[src/verilog/bsa_pkg.sv]
package bsa_pkg;

  localparam int unsigned SLICE_W  = 2;
  localparam int unsigned NUM_REGS = 12;
  localparam int unsigned IDX_W    = 4;

  typedef enum logic [2:0] {
    FG_0 = 3'h0,
    FG_1 = 3'h1,
    FG_2 = 3'h2,
    FG_3 = 3'h3,
    FG_4 = 3'h4,
    FG_5 = 3'h5,
    FG_6 = 3'h6,
    FG_7 = 3'h7
  } bsa_fgroup_t;

  typedef enum logic [1:0] {
    RG_I   = 2'h0,
    RG_II  = 2'h1,
    RG_III = 2'h2
  } bsa_rgroup_t;

  localparam logic [IDX_W-1:0]   IDX_T       = 4'ha;
  localparam logic [IDX_W-1:0]   IDX_AC      = 4'hb;
  localparam logic [IDX_W-1:0]   SEL_LAST_I  = 4'hb;
  localparam logic [IDX_W-1:0]   SEL_II_T    = 4'hd;
  localparam logic [IDX_W-1:0]   SEL_LAST_II = 4'hd;
  localparam logic [IDX_W-1:0]   SEL_III_T   = 4'hf;

  localparam logic [SLICE_W-1:0] K_ZEROS     = 2'h0;
  localparam logic [SLICE_W-1:0] K_ONES      = 2'h3;
  localparam logic [SLICE_W-1:0] ZERO_WORD   = 2'h0;
  localparam logic [SLICE_W-1:0] RESET_WORD  = 2'h0;

endpackage : bsa_pkg

[src/verilog/bsa_adder.sv]
`timescale 1ns/10ps
module bsa_adder
(
  // Operands
  input  wire logic [bsa_pkg::SLICE_W-1:0] i_addend_a,
  input  wire logic [bsa_pkg::SLICE_W-1:0] i_addend_b,
  input  wire logic                        i_carry_in,
  // Result
  output      logic [bsa_pkg::SLICE_W-1:0] o_sum,
  output      logic                        o_carry_out
);

  logic [bsa_pkg::SLICE_W:0] wide_sum;

  always_comb
  begin
    wide_sum    = {1'b0, i_addend_a} + {1'b0, i_addend_b} + {{bsa_pkg::SLICE_W{1'b0}}, i_carry_in};
    o_sum       = wide_sum[bsa_pkg::SLICE_W-1:0];
    o_carry_out = wide_sum[bsa_pkg::SLICE_W];
  end

endmodule : bsa_adder

[src/verilog/bsa_reg_file.sv]
`timescale 1ns/10ps
module bsa_reg_file
(
  // Clock and reset
  input  wire logic                          i_sys_clk,
  input  wire logic                          i_reset_n,
  // Write port
  input  wire logic                          i_write_en,
  input  wire logic [bsa_pkg::IDX_W-1:0]     i_write_idx,
  input  wire logic [bsa_pkg::SLICE_W-1:0]   i_write_data,
  // All entries, scratch 0..9, T, accumulator
  output      logic [bsa_pkg::SLICE_W-1:0]   o_entries [bsa_pkg::NUM_REGS]
);

  genvar g;
  generate
    for (g = 0; g < bsa_pkg::NUM_REGS; g++)
    begin : g_entry
      logic [bsa_pkg::SLICE_W-1:0] entry_r;
      logic [bsa_pkg::SLICE_W-1:0] entry_nxt;

      always_comb
      begin
        entry_nxt = entry_r;
        if (i_write_en && (i_write_idx == bsa_pkg::IDX_W'(g)))
        begin
          entry_nxt = i_write_data;
        end
      end

      always_ff @(posedge i_sys_clk or negedge i_reset_n)
      begin
        if (!i_reset_n)
        begin
          entry_r <= bsa_pkg::RESET_WORD;
        end
        else
        begin
          entry_r <= entry_nxt;
        end
      end

      assign o_entries[g] = entry_r;
    end
  endgenerate

endmodule : bsa_reg_file

[src/verilog/bsa_slice.sv]
`timescale 1ns/10ps
module bsa_slice
(
  // Clock and reset
  input  wire logic                        i_sys_clk,
  input  wire logic                        i_reset_n,
  // Microinstruction function code
  input  wire logic [2:0]                  i_func_group,
  input  wire logic [bsa_pkg::IDX_W-1:0]   i_reg_sel,
  // Data buses
  input  wire logic [bsa_pkg::SLICE_W-1:0] i_port_bus,
  input  wire logic [bsa_pkg::SLICE_W-1:0] i_literal_bus,
  input  wire logic [bsa_pkg::SLICE_W-1:0] i_memory_bus,
  // Carry chain
  input  wire logic                        i_carry_input,
  output      logic                        o_carry_output,
  // Accumulator data bus
  output      logic [bsa_pkg::SLICE_W-1:0] o_accum_bus
);

  bsa_pkg::bsa_fgroup_t          fgroup;
  bsa_pkg::bsa_rgroup_t          rgroup;
  logic [bsa_pkg::IDX_W-1:0]     at_idx;
  logic [bsa_pkg::IDX_W-1:0]     dest_idx;
  logic [bsa_pkg::SLICE_W-1:0]   entries [bsa_pkg::NUM_REGS];
  logic [bsa_pkg::SLICE_W-1:0]   rn_val;
  logic [bsa_pkg::SLICE_W-1:0]   at_val;
  logic [bsa_pkg::SLICE_W-1:0]   ac_val;
  logic [bsa_pkg::SLICE_W-1:0]   ac_lit;
  logic [bsa_pkg::SLICE_W-1:0]   port_lit;
  logic [bsa_pkg::SLICE_W-1:0]   add_sum;
  logic                          add_cout;
  logic [bsa_pkg::SLICE_W-1:0]   result;
  logic                          write_en;
  logic                          carry_out;

  // Register selection decode
  always_comb
  begin
    fgroup = bsa_pkg::bsa_fgroup_t'(i_func_group);
    if (i_reg_sel <= bsa_pkg::SEL_LAST_I)
    begin
      rgroup = bsa_pkg::RG_I;
    end
    else if (i_reg_sel <= bsa_pkg::SEL_LAST_II)
    begin
      rgroup = bsa_pkg::RG_II;
    end
    else
    begin
      rgroup = bsa_pkg::RG_III;
    end
    if ((i_reg_sel == bsa_pkg::SEL_II_T) || (i_reg_sel == bsa_pkg::SEL_III_T))
    begin
      at_idx = bsa_pkg::IDX_T;
    end
    else
    begin
      at_idx = bsa_pkg::IDX_AC;
    end
    dest_idx = (rgroup == bsa_pkg::RG_I) ? i_reg_sel : at_idx;
  end

  // Operand fetch; R group II/III codes never index a scratch entry
  always_comb
  begin
    rn_val   = (rgroup == bsa_pkg::RG_I) ? entries[i_reg_sel] : bsa_pkg::ZERO_WORD;
    at_val   = entries[at_idx];
    ac_val   = entries[bsa_pkg::IDX_AC];
    ac_lit   = ac_val & i_literal_bus;
    port_lit = i_port_bus & i_literal_bus;
  end

  bsa_adder u_adder
  (
    .i_addend_a  (at_val),
    .i_addend_b  (port_lit),
    .i_carry_in  (i_carry_input),
    .o_sum       (add_sum),
    .o_carry_out (add_cout)
  );

  // Function execution. The literal bus acts as a mask, so the 00 and 11
  // special cases fall out of the general masked equations exactly.
  always_comb
  begin
    result    = rn_val;
    write_en  = 1'b0;
    carry_out = i_carry_input;
    unique case (fgroup)
      bsa_pkg::FG_0, bsa_pkg::FG_1, bsa_pkg::FG_2:
      begin
        write_en = 1'b0;
      end
      bsa_pkg::FG_3:
      begin
        if (rgroup == bsa_pkg::RG_III)
        begin
          result    = add_sum;
          carry_out = add_cout;
          write_en  = 1'b1;
        end
      end
      bsa_pkg::FG_4:
      begin
        unique case (rgroup)
          bsa_pkg::RG_I:   result = rn_val & ac_lit;
          bsa_pkg::RG_II:  result = i_memory_bus & ac_lit;
          bsa_pkg::RG_III: result = at_val & port_lit;
          default:         result = bsa_pkg::ZERO_WORD;
        endcase
        carry_out = i_carry_input | (|result);
        write_en  = 1'b1;
      end
      bsa_pkg::FG_5:
      begin
        unique case (rgroup)
          bsa_pkg::RG_I:   result = i_literal_bus & rn_val;
          bsa_pkg::RG_II:  result = i_literal_bus & i_memory_bus;
          bsa_pkg::RG_III: result = i_literal_bus & at_val;
          default:         result = bsa_pkg::ZERO_WORD;
        endcase
        carry_out = i_carry_input | (|result);
        write_en  = 1'b1;
      end
      bsa_pkg::FG_6:
      begin
        unique case (rgroup)
          bsa_pkg::RG_I:
          begin
            result    = rn_val | ac_lit;
            carry_out = i_carry_input | (|ac_lit);
          end
          bsa_pkg::RG_II:
          begin
            result    = i_memory_bus | ac_lit;
            carry_out = i_carry_input | (|ac_lit);
          end
          bsa_pkg::RG_III:
          begin
            result    = at_val | port_lit;
            carry_out = i_carry_input | (|port_lit);
          end
          default:
          begin
            result    = bsa_pkg::ZERO_WORD;
            carry_out = i_carry_input;
          end
        endcase
        write_en = 1'b1;
      end
      bsa_pkg::FG_7:
      begin
        if (rgroup == bsa_pkg::RG_I)
        begin
          result    = ~(rn_val ^ ac_lit);
          carry_out = i_carry_input | (|(rn_val & ac_lit));
          write_en  = 1'b1;
        end
      end
    endcase
  end

  // Carry is combinational so a cascade ripples inside one cycle
  assign o_carry_output = carry_out;
  assign o_accum_bus    = entries[bsa_pkg::IDX_AC];

  bsa_reg_file u_reg_file
  (
    .i_sys_clk    (i_sys_clk),
    .i_reset_n    (i_reset_n),
    .i_write_en   (write_en),
    .i_write_idx  (dest_idx),
    .i_write_data (result),
    .o_entries    (entries)
  );
endmodule : bsa_slice

[config.mk]
export PLATFORM = sky130hd
export DESIGN_NAME = bsa_slice
export DESIGN_NICKNAME = d
export VERILOG_FILES = /design/src/verilog/bsa_pkg.sv /design/src/verilog/bsa_adder.sv /design/src/verilog/bsa_reg_file.sv /design/src/verilog/bsa_slice.sv
export SDC_FILE = /design/constraint.sdc
export NUM_CORES = 1
export LEC_CHECK = 0
export BUFFER_PORTS_ARGS = -buffer_cell sky130_fd_sc_hd__buf_2
export CAP_MARGIN = 10
export CORE_ASPECT_RATIO = 0.75
export CORE_UTILIZATION = 43
export DETAILED_ROUTE_END_ITERATION = 10
export GPL_TIMING_DRIVEN = 0
export PLACE_DENSITY = 0.58
export SYNTH_ARGS = -nofsm -noshare
export SYNTH_HDL_FRONTEND = slang
export SYNTH_HIERARCHICAL = 1
export SYNTH_SLANG_ARGS = --single-unit
[constraint.sdc]
create_clock -name i_sys_clk -period 4.2 [get_ports i_sys_clk]
set_input_delay 0.84 -clock i_sys_clk [delete_from_list [all_inputs] [get_ports i_sys_clk]]
set_output_delay 0.84 -clock i_sys_clk [all_outputs]
set_load 0.01 [all_outputs]
==> impl_metrics.yaml, run 1 <==
sta:
  timing.final.crit_period_ns: 4.06
  finalHoldViolCount: 0
  rsz0062_at_grt: "false"
  layout_worst_path_cycle_share_pct: 96.7
  finalClockSkew_ns: 0.00430
  drv_slew: 0
  timing.slew.headroom_pct: 63.3
  setup_tns_ns: 0
  max_frequency_mhz: 246
  worst_pin_slew_ns: 0.535
  setup_viol_count_final: 0
floorplanning:
  design.die.area_um2: 4470
  dieHeight_um: 58.2
  initial_core_util_pct: 44.6
  core_region_area_um2: 4050
  fp.dieW_um: 76.9
  std_cell_rows: 20
  io_pins: 19
place:
  port_bufs: 14
  globalplace.congestion: 0.924
  hpwlAfterDp_um: 3490
worst_setup_path:
  setup.worst_path.start_class: "input pin"
  path_class: "input pin to primary output"
  ff2ff_path_depth: 11
  crit-reg2reg-launch: "u_reg_file/g_entry[6].entry_r[0]"
  worstReg2RegEnd: "u_reg_file/g_entry[4].entry_r[0]"
  r2r_slack_ns: 0.88
  worst-endpoint-required_ns: 3.36
  path_max_fanout: 10
  critical_path_arrival_ns: 3.22
  sort_of_element_at_the_end_of_the_critical_path: "primary output"
synthesis:
  synth.ff_latch_count: 24
  avgSynthCellArea_um2: 9.83
  netlist_area_um2: 1810
  post_synth_inst_count: 184
  synthArstFlopShare_pct: 100
  total_of_warnings_raised_by_yosys: 6
  seq_area_frac_synth_pct: 33.2
  synth_edf_count: 0
  yosysUniqueCellTypes: 50
  synth.net_count: 204
  synth_flop_cell: "dfrtp_1"
detailed_routing:
  antenna_violating_nets_post_route: 0
  vias_per_cell: 5.97
  drt_drc_violations_left: 0
  drt-total-wl_um: 4440
  vias: 1517
  drt_iter0_markers: 211
  post_dr_wirelength_cell_um: 17.5
  drt_first_pass_iters: 5
clock_tree:
  clock_transition_at_the_registers_of_the_reported_paths_ns: 0.07
  h-tree-depth: 1
  max-clock-path-buffers: 2
  clock_sink_count: 24
  clock_latency_late_sink_ns: 0.27
  numCtsBuffers: 3
  postCtsSetupBuffers: 0
  tritoncts: "built"
  cts.root.buffer_cell: "clkbuf_8"
cells_and_area:
  drive_gt1_share_pct: 28.1
  largest_register_ff_count: 24
  total_nets_final: 221
  largest-register: "u_reg_file/g_entry.entry_r"
  area_growth_pct: 10.5
  largest_registers: "u_reg_file/g_entry.entry_r (24)"
  diodes: 0
power:
  finalPower_w: 0.000745
  irDropWorstVdd_v: 0.000188
  power.density_cell_area_nw_per_um2: 373
  cellLeakagePower_nw: 0.936
global_route:
  pin_count_of_the_biggest_net_entering_global_routing: 25
  global_route.usage.total_pct: 21.7
  globalRoute.totalOverflow: 0
  grt_antenna_before_repair: 0
  first_global_vias: 1466
  global_route_wire_length_before_repair_um: 7480
hold_path:
  whs_path_depth: 1
  min_path_type: "flop to flop"
  hold_path_end: "u_reg_file/g_entry[7].entry_r[1]"
  worst_min_path_start: "u_reg_file/g_entry[7].entry_r[1]"
run_status:
  run_status: "finished, final reports clean"
job:
  cap_viol_max_count: 0
## routing by layer
metal	share of wire (%)	GRT usage [%]	vias to the layer above
met1	50	33.7	748
met3	6.9	5.35	4
met4	0.41	2.75	0
met2	43	30.6	55
li1	-	-	710
met5	0	0	-
## repair_timing
item                       in CTS  in global routing
resized for setup               1                  7
hold buffers                    0                  0
setup endpoints to repair       1                  1
cloned                          0                  0
## through the flow
stage          instances  area (um^2)  setup slack, ns  hold WS, ns  utilization, %
2_1_floorplan        184         1810            0.391        0.474               -
3_3_place_gp         253         1950           -0.152        0.486            48.1
6_report             254         2000            0.137        0.509            49.3
4_1_cts              254         1980           0.0161        0.514            48.9
3_5_place_dp         253         1950           -0.149        0.494            48.1
5_1_grt              254         2000          0.00245        0.532            49.3
## critical path: stages
cell and delay [ns]:
buf_2 0.19, nand3_1 0.15, mux2_2 0.27, inv_1 0.06, fa_1 0.48, fa_1 0.39
inv_1 0.06, nand2_1 0.06, nand3_1 0.10, o21ai_0 0.08, a211o_1 0.31, nand3_1 0.09
buf_2 0.13
## layout make-up
class	count	area, um^2
Sequential cell	24	601
Buffer	9	50.0
Tap cell	55	68.8
Fill cell	400	2050
Clock buffer	3	41.3
Inverter	16	60.1
Multi-Input combinational cell	133	1110
Timing Repair Buffer	14	72.6
## power by group
group          internal (W)  switching (W)
Combinational      0.000138       0.000137
Sequential         0.000297      0.0000418
Clock             0.0000641      0.0000677
Total              0.000499       0.000246
## kinds of logic (layout without fill, tap and decap cells)
kind of cell | after synthesis | in the layout | synth area share, %
xor+xnor | 1 | 1 | 0.484
mux | 35 | 35 | 25.0
fa+ha+maj | 4 | 4 | 3.60
simple gates | 55 | 55 | 16.8
compound gates | 38 | 38 | 14.8
buf+inv | 27 | 42 | 6.09
flops | 24 | 24 | 33.2
## Yosys cell counts (2+ instances only)
cell	instances	area (um^2)
inv_1	16	60.1
nor3_1	3	15.0
mux2i_1	4	40.0
nand2_1	15	56.3
nand3b_1	5	37.5
a21oi_1	4	20.0
fa_1	2	40.0
dfrtp_1	24	601
o21a_1	3	22.5
nand2b_1	4	25.0
nor2_1	10	37.5
o21ai_0	8	40.0
a31oi_1	3	18.8
mux2_4	2	30.0
clkbuf_1	9	33.8
o22ai_1	2	12.5
nand3_1	8	40.0
mux4_2	5	113
ha_1	2	25.0
mux2_2	24	270
a211oi_1	2	15.0
## how the worst max path moves through the flow
stage	to	from	cells after the start	slack, ns
4_1_cts	o_carry_output	i_reg_sel[0]	13	0.02
3_5_place_dp	u_reg_file/g_entry[5].entry_r[1]	i_reg_sel[3]	15	-0.15
5_1_grt	o_carry_output	i_reg_sel[2]	13	0.002
3_3_place_gp	o_carry_output	i_reg_sel[1]	11	-0.15
6_report	o_carry_output	i_reg_sel[2]	13	0.14
2_1_floorplan	o_carry_output	i_reg_sel[3]	12	0.39
## cells in the final DEF, fill, tap and decap left out, types with 2 or more instances in the layout
cell      netlist  routed
mux2_2         24      24
a31oi_1         3       3
o21a_1          3       3
clkbuf_1        9       6
nand3b_1        5       5
ha_1            2       2
buf_6           1       2
inv_1          16      16
o21ai_0         8       7
dfrtp_1        24      24
nor2_1         10      10
nand2_1        15      15
o22ai_1         2       2
fa_1            2       2
nand2b_1        4       4
clkbuf_8        0       3
mux2_4          2       2
nand3_1         8       8
a211oi_1        2       2
nor3_1          3       3
buf_2           1      14
o21ai_1         1       2
mux2i_1         4       4
mux4_2          5       5
a21oi_1         4       4
(Power assumes the default switching activity.)
==> inputs of run 2 (changes only) <==
--- a/config.mk
+++ b/config.mk
@@ -7,7 +7,7 @@
 export LEC_CHECK = 0
 export BUFFER_PORTS_ARGS = -buffer_cell sky130_fd_sc_hd__buf_2
 export CAP_MARGIN = 10
-export CORE_ASPECT_RATIO = 0.75
+export CORE_ASPECT_RATIO = 1.5
 export CORE_UTILIZATION = 43
 export DETAILED_ROUTE_END_ITERATION = 10
 export GPL_TIMING_DRIVEN = 0
==> run 2 against run 1 <==
  * Clock-buffer cell count up 1
  * Non-clock buffer count unchanged
  * Hold slack worse by 0.0013 ns
  * Clock skew down 0.0030 ns
  * Critical endpoint is now u_reg_file/g_entry[11].entry_r[1]
==> impl_metrics.yaml, run 2 (synthesized netlist as in run 1, its figures left out) <==
floorplanning:
  dieHeight_um: 81.4
  io_pins: 19
  fp.dieW_um: 55.0
  initial_core_util_pct: 45.3
  core_region_area_um2: 3990
  design.die.area_um2: 4480
  std_cell_rows: 28
cells_and_area:
  largest_register_ff_count: 24
  diodes: 0
  layout.cells.most_common_list: "mux2_2, dfrtp_1, inv_1"
  largest_registers: "u_reg_file/g_entry.entry_r (24)"
  drive_gt1_share_pct: 28.0
  area_growth_pct: 9.82
  final_area_um2: 1990
  instances_no_fill: 245
  largest-register: "u_reg_file/g_entry.entry_r"
  total_nets_final: 221
hold_path:
  hold_path_end: "u_reg_file/g_entry[7].entry_r[0]"
  whs_path_depth: 1
  worst_min_path_start: "u_reg_file/g_entry[7].entry_r[0]"
  min_path_type: "flop to flop"
detailed_routing:
  met3_wirelength_from_detailed_routing_um: 99
  post_dr_wirelength_cell_um: 18.5
  drt-total-wl_um: 4540
  drt_drc_violations_left: 0
  drt_first_pass_iters: 4
  maxUsedRoutingLayer: "met4"
  antenna_violating_nets_post_route: 0
  drt_iter0_markers: 36
  wl_met2_um: 2570
  vias_per_cell: 6.16
  vias: 1508
  route.layer.met1.wl_um: 1790
clock_tree:
  clock_latency_late_sink_ns: 0.27
  postCtsSetupBuffers: 0
  clock_sink_count: 24
  max-clock-path-buffers: 2
  cts_hold_buffers: 0
  cts.root.buffer_cell: "clkbuf_8"
  h-tree-depth: 1
  numCtsBuffers: 3
  tritoncts: "built"
  clock_transition_at_the_registers_of_the_reported_paths_ns: 0.08
sta:
  setup_viol_count_final: 0
  timing.final.crit_period_ns: 4.05
  finalClockSkew_ns: 0.00133
  max_frequency_mhz: 247
  worst_slack_ns: 0.150
  worst_pin_slew_ns: 0.582
  timing.slew.headroom_pct: 60.1
  finalHoldViolCount: 0
  drv_slew: 0
  rsz0062_at_grt: "false"
  layout_worst_path_cycle_share_pct: 96.4
run_status:
  run_status: "finished, final reports clean"
power:
  comb_power_share_pct: 35.2
  cellInternalPower_w: 0.000516
  cellLeakagePower_nw: 0.937
  netSwitchingFraction_pct: 32.5
  finalPower_w: 0.000765
  irDropWorstVdd_v: 0.000244
  netSwitchingPower_w: 0.000249
  pwr-share-clk_pct: 20.2
  power.sequential.fraction_pct: 44.7
  power.density_cell_area_nw_per_um2: 385
worst_setup_path:
  critical_path_arrival_ns: 4.21
  r2r_slack_ns: 0.73
  sort_of_element_at_the_end_of_the_critical_path: "flop"
  crit-reg2reg-launch: "u_reg_file/g_entry[11].entry_r[0]"
  ff2ff_path_depth: 12
  path_class: "input pin to flop"
  path_max_fanout: 10
  setup.worst_path.start_class: "input pin"
  worstReg2RegEnd: "u_reg_file/g_entry[11].entry_r[1]"
  worst-endpoint-required_ns: 4.36
  crit_start: "i_reg_sel[2]"
place:
  port_bufs: 14
  globalplace.congestion: 0.803
  dpl.cell_count: 243
  hpwlAfterDp_um: 3610
  placement.cell_area_um2: 1940
  preCtsSetupSlack_ns: -0.338
job:
  cap_viol_max_count: 0
global_route:
  first_global_vias: 1514
  globalRoute.totalOverflow: 0
  global_route.usage.total_pct: 21.6
  global_route_wire_length_before_repair_um: 6840
  grt_antenna_before_repair: 0
  pin_count_of_the_biggest_net_entering_global_routing: 25
[run 2: changes by cell type in the layout (fill, tap and decap cells not counted), sizes merged]
cell    previous run  this run
clkbuf            10        12
buf               16        15
[run 2: area by class of cell]
class,instances,area [um^2]
inverter,16,60.1
buffer,9,46.3
clock buffer,4,55.1
fill,394,2010
multi-input combinational,133,1100
tap,45,56.3
timing repair buffer,14,70.1
sequential,24,601
[run 2: power groups by stage]
stage | registers [W] | clock network, W | logic [W]
global placement | 0.000342 | 0 | 0.000262
global route | 0.000351 | 0.000163 | 0.000294
CTS | 0.000341 | 0.000156 | 0.000270
floorplan | 0.000332 | 0 | 0.000201
detailed placement | 0.000346 | 0 | 0.000269
finish | 0.000342 | 0.000154 | 0.000269
[run 2: critical path: stages]
cell and delay, ns:
clkbuf_2 0.21, nand3_1 0.16, mux2_2 0.27, inv_1 0.06
fa_1 0.43, fa_1 0.49, inv_1 0.04, a21oi_1 0.25
o22ai_1 0.15, a211oi_1 0.38, a22oi_1 0.12, o21a_1 0.22
clkbuf_1 0.24, mux2_2 0.33
[run 2: how the worst max path moves through the flow]
stage | endpoint | slack [ns] | cells past startpoint
2_1_floorplan | o_carry_output | 0.39 | 12
3_3_place_gp | u_reg_file/g_entry[3].entry_r[1] | -0.18 | 15
3_5_place_dp | u_reg_file/g_entry[11].entry_r[1] | -0.34 | 15
4_1_cts | o_carry_output | 0.03 | 10
5_1_grt | o_carry_output | 0.08 | 10
6_report | u_reg_file/g_entry[11].entry_r[1] | 0.15 | 14
[run 2: timing repair]
item                                    in CTS  in global routing
endpoints found under the setup margin      11                 11
gates cloned                                 0                  0
gates resized for setup                      0                  4
[run 2: metrics by stage]
step	setup TNS, ns	hold slack [ns]	utilization [%]
after floorplan	0	0.474	-
after global placement	-1.76	0.483	48.5
after detailed placement	-3.45	0.488	48.5
after CTS	0	0.511	49.7
after global routing	0	0.531	49.7
final	0	0.507	49.7
[run 2: layer usage]
| layer | global-route usage [%] | vias to the layer above |
|---|---|---|
| met5 | 0 | - |
| met4 | 8.75 | 0 |
| met3 | 1.30 | 9 |
| met2 | 43.0 | 31 |
| met1 | 21.5 | 761 |
| li1 | - | 707 |
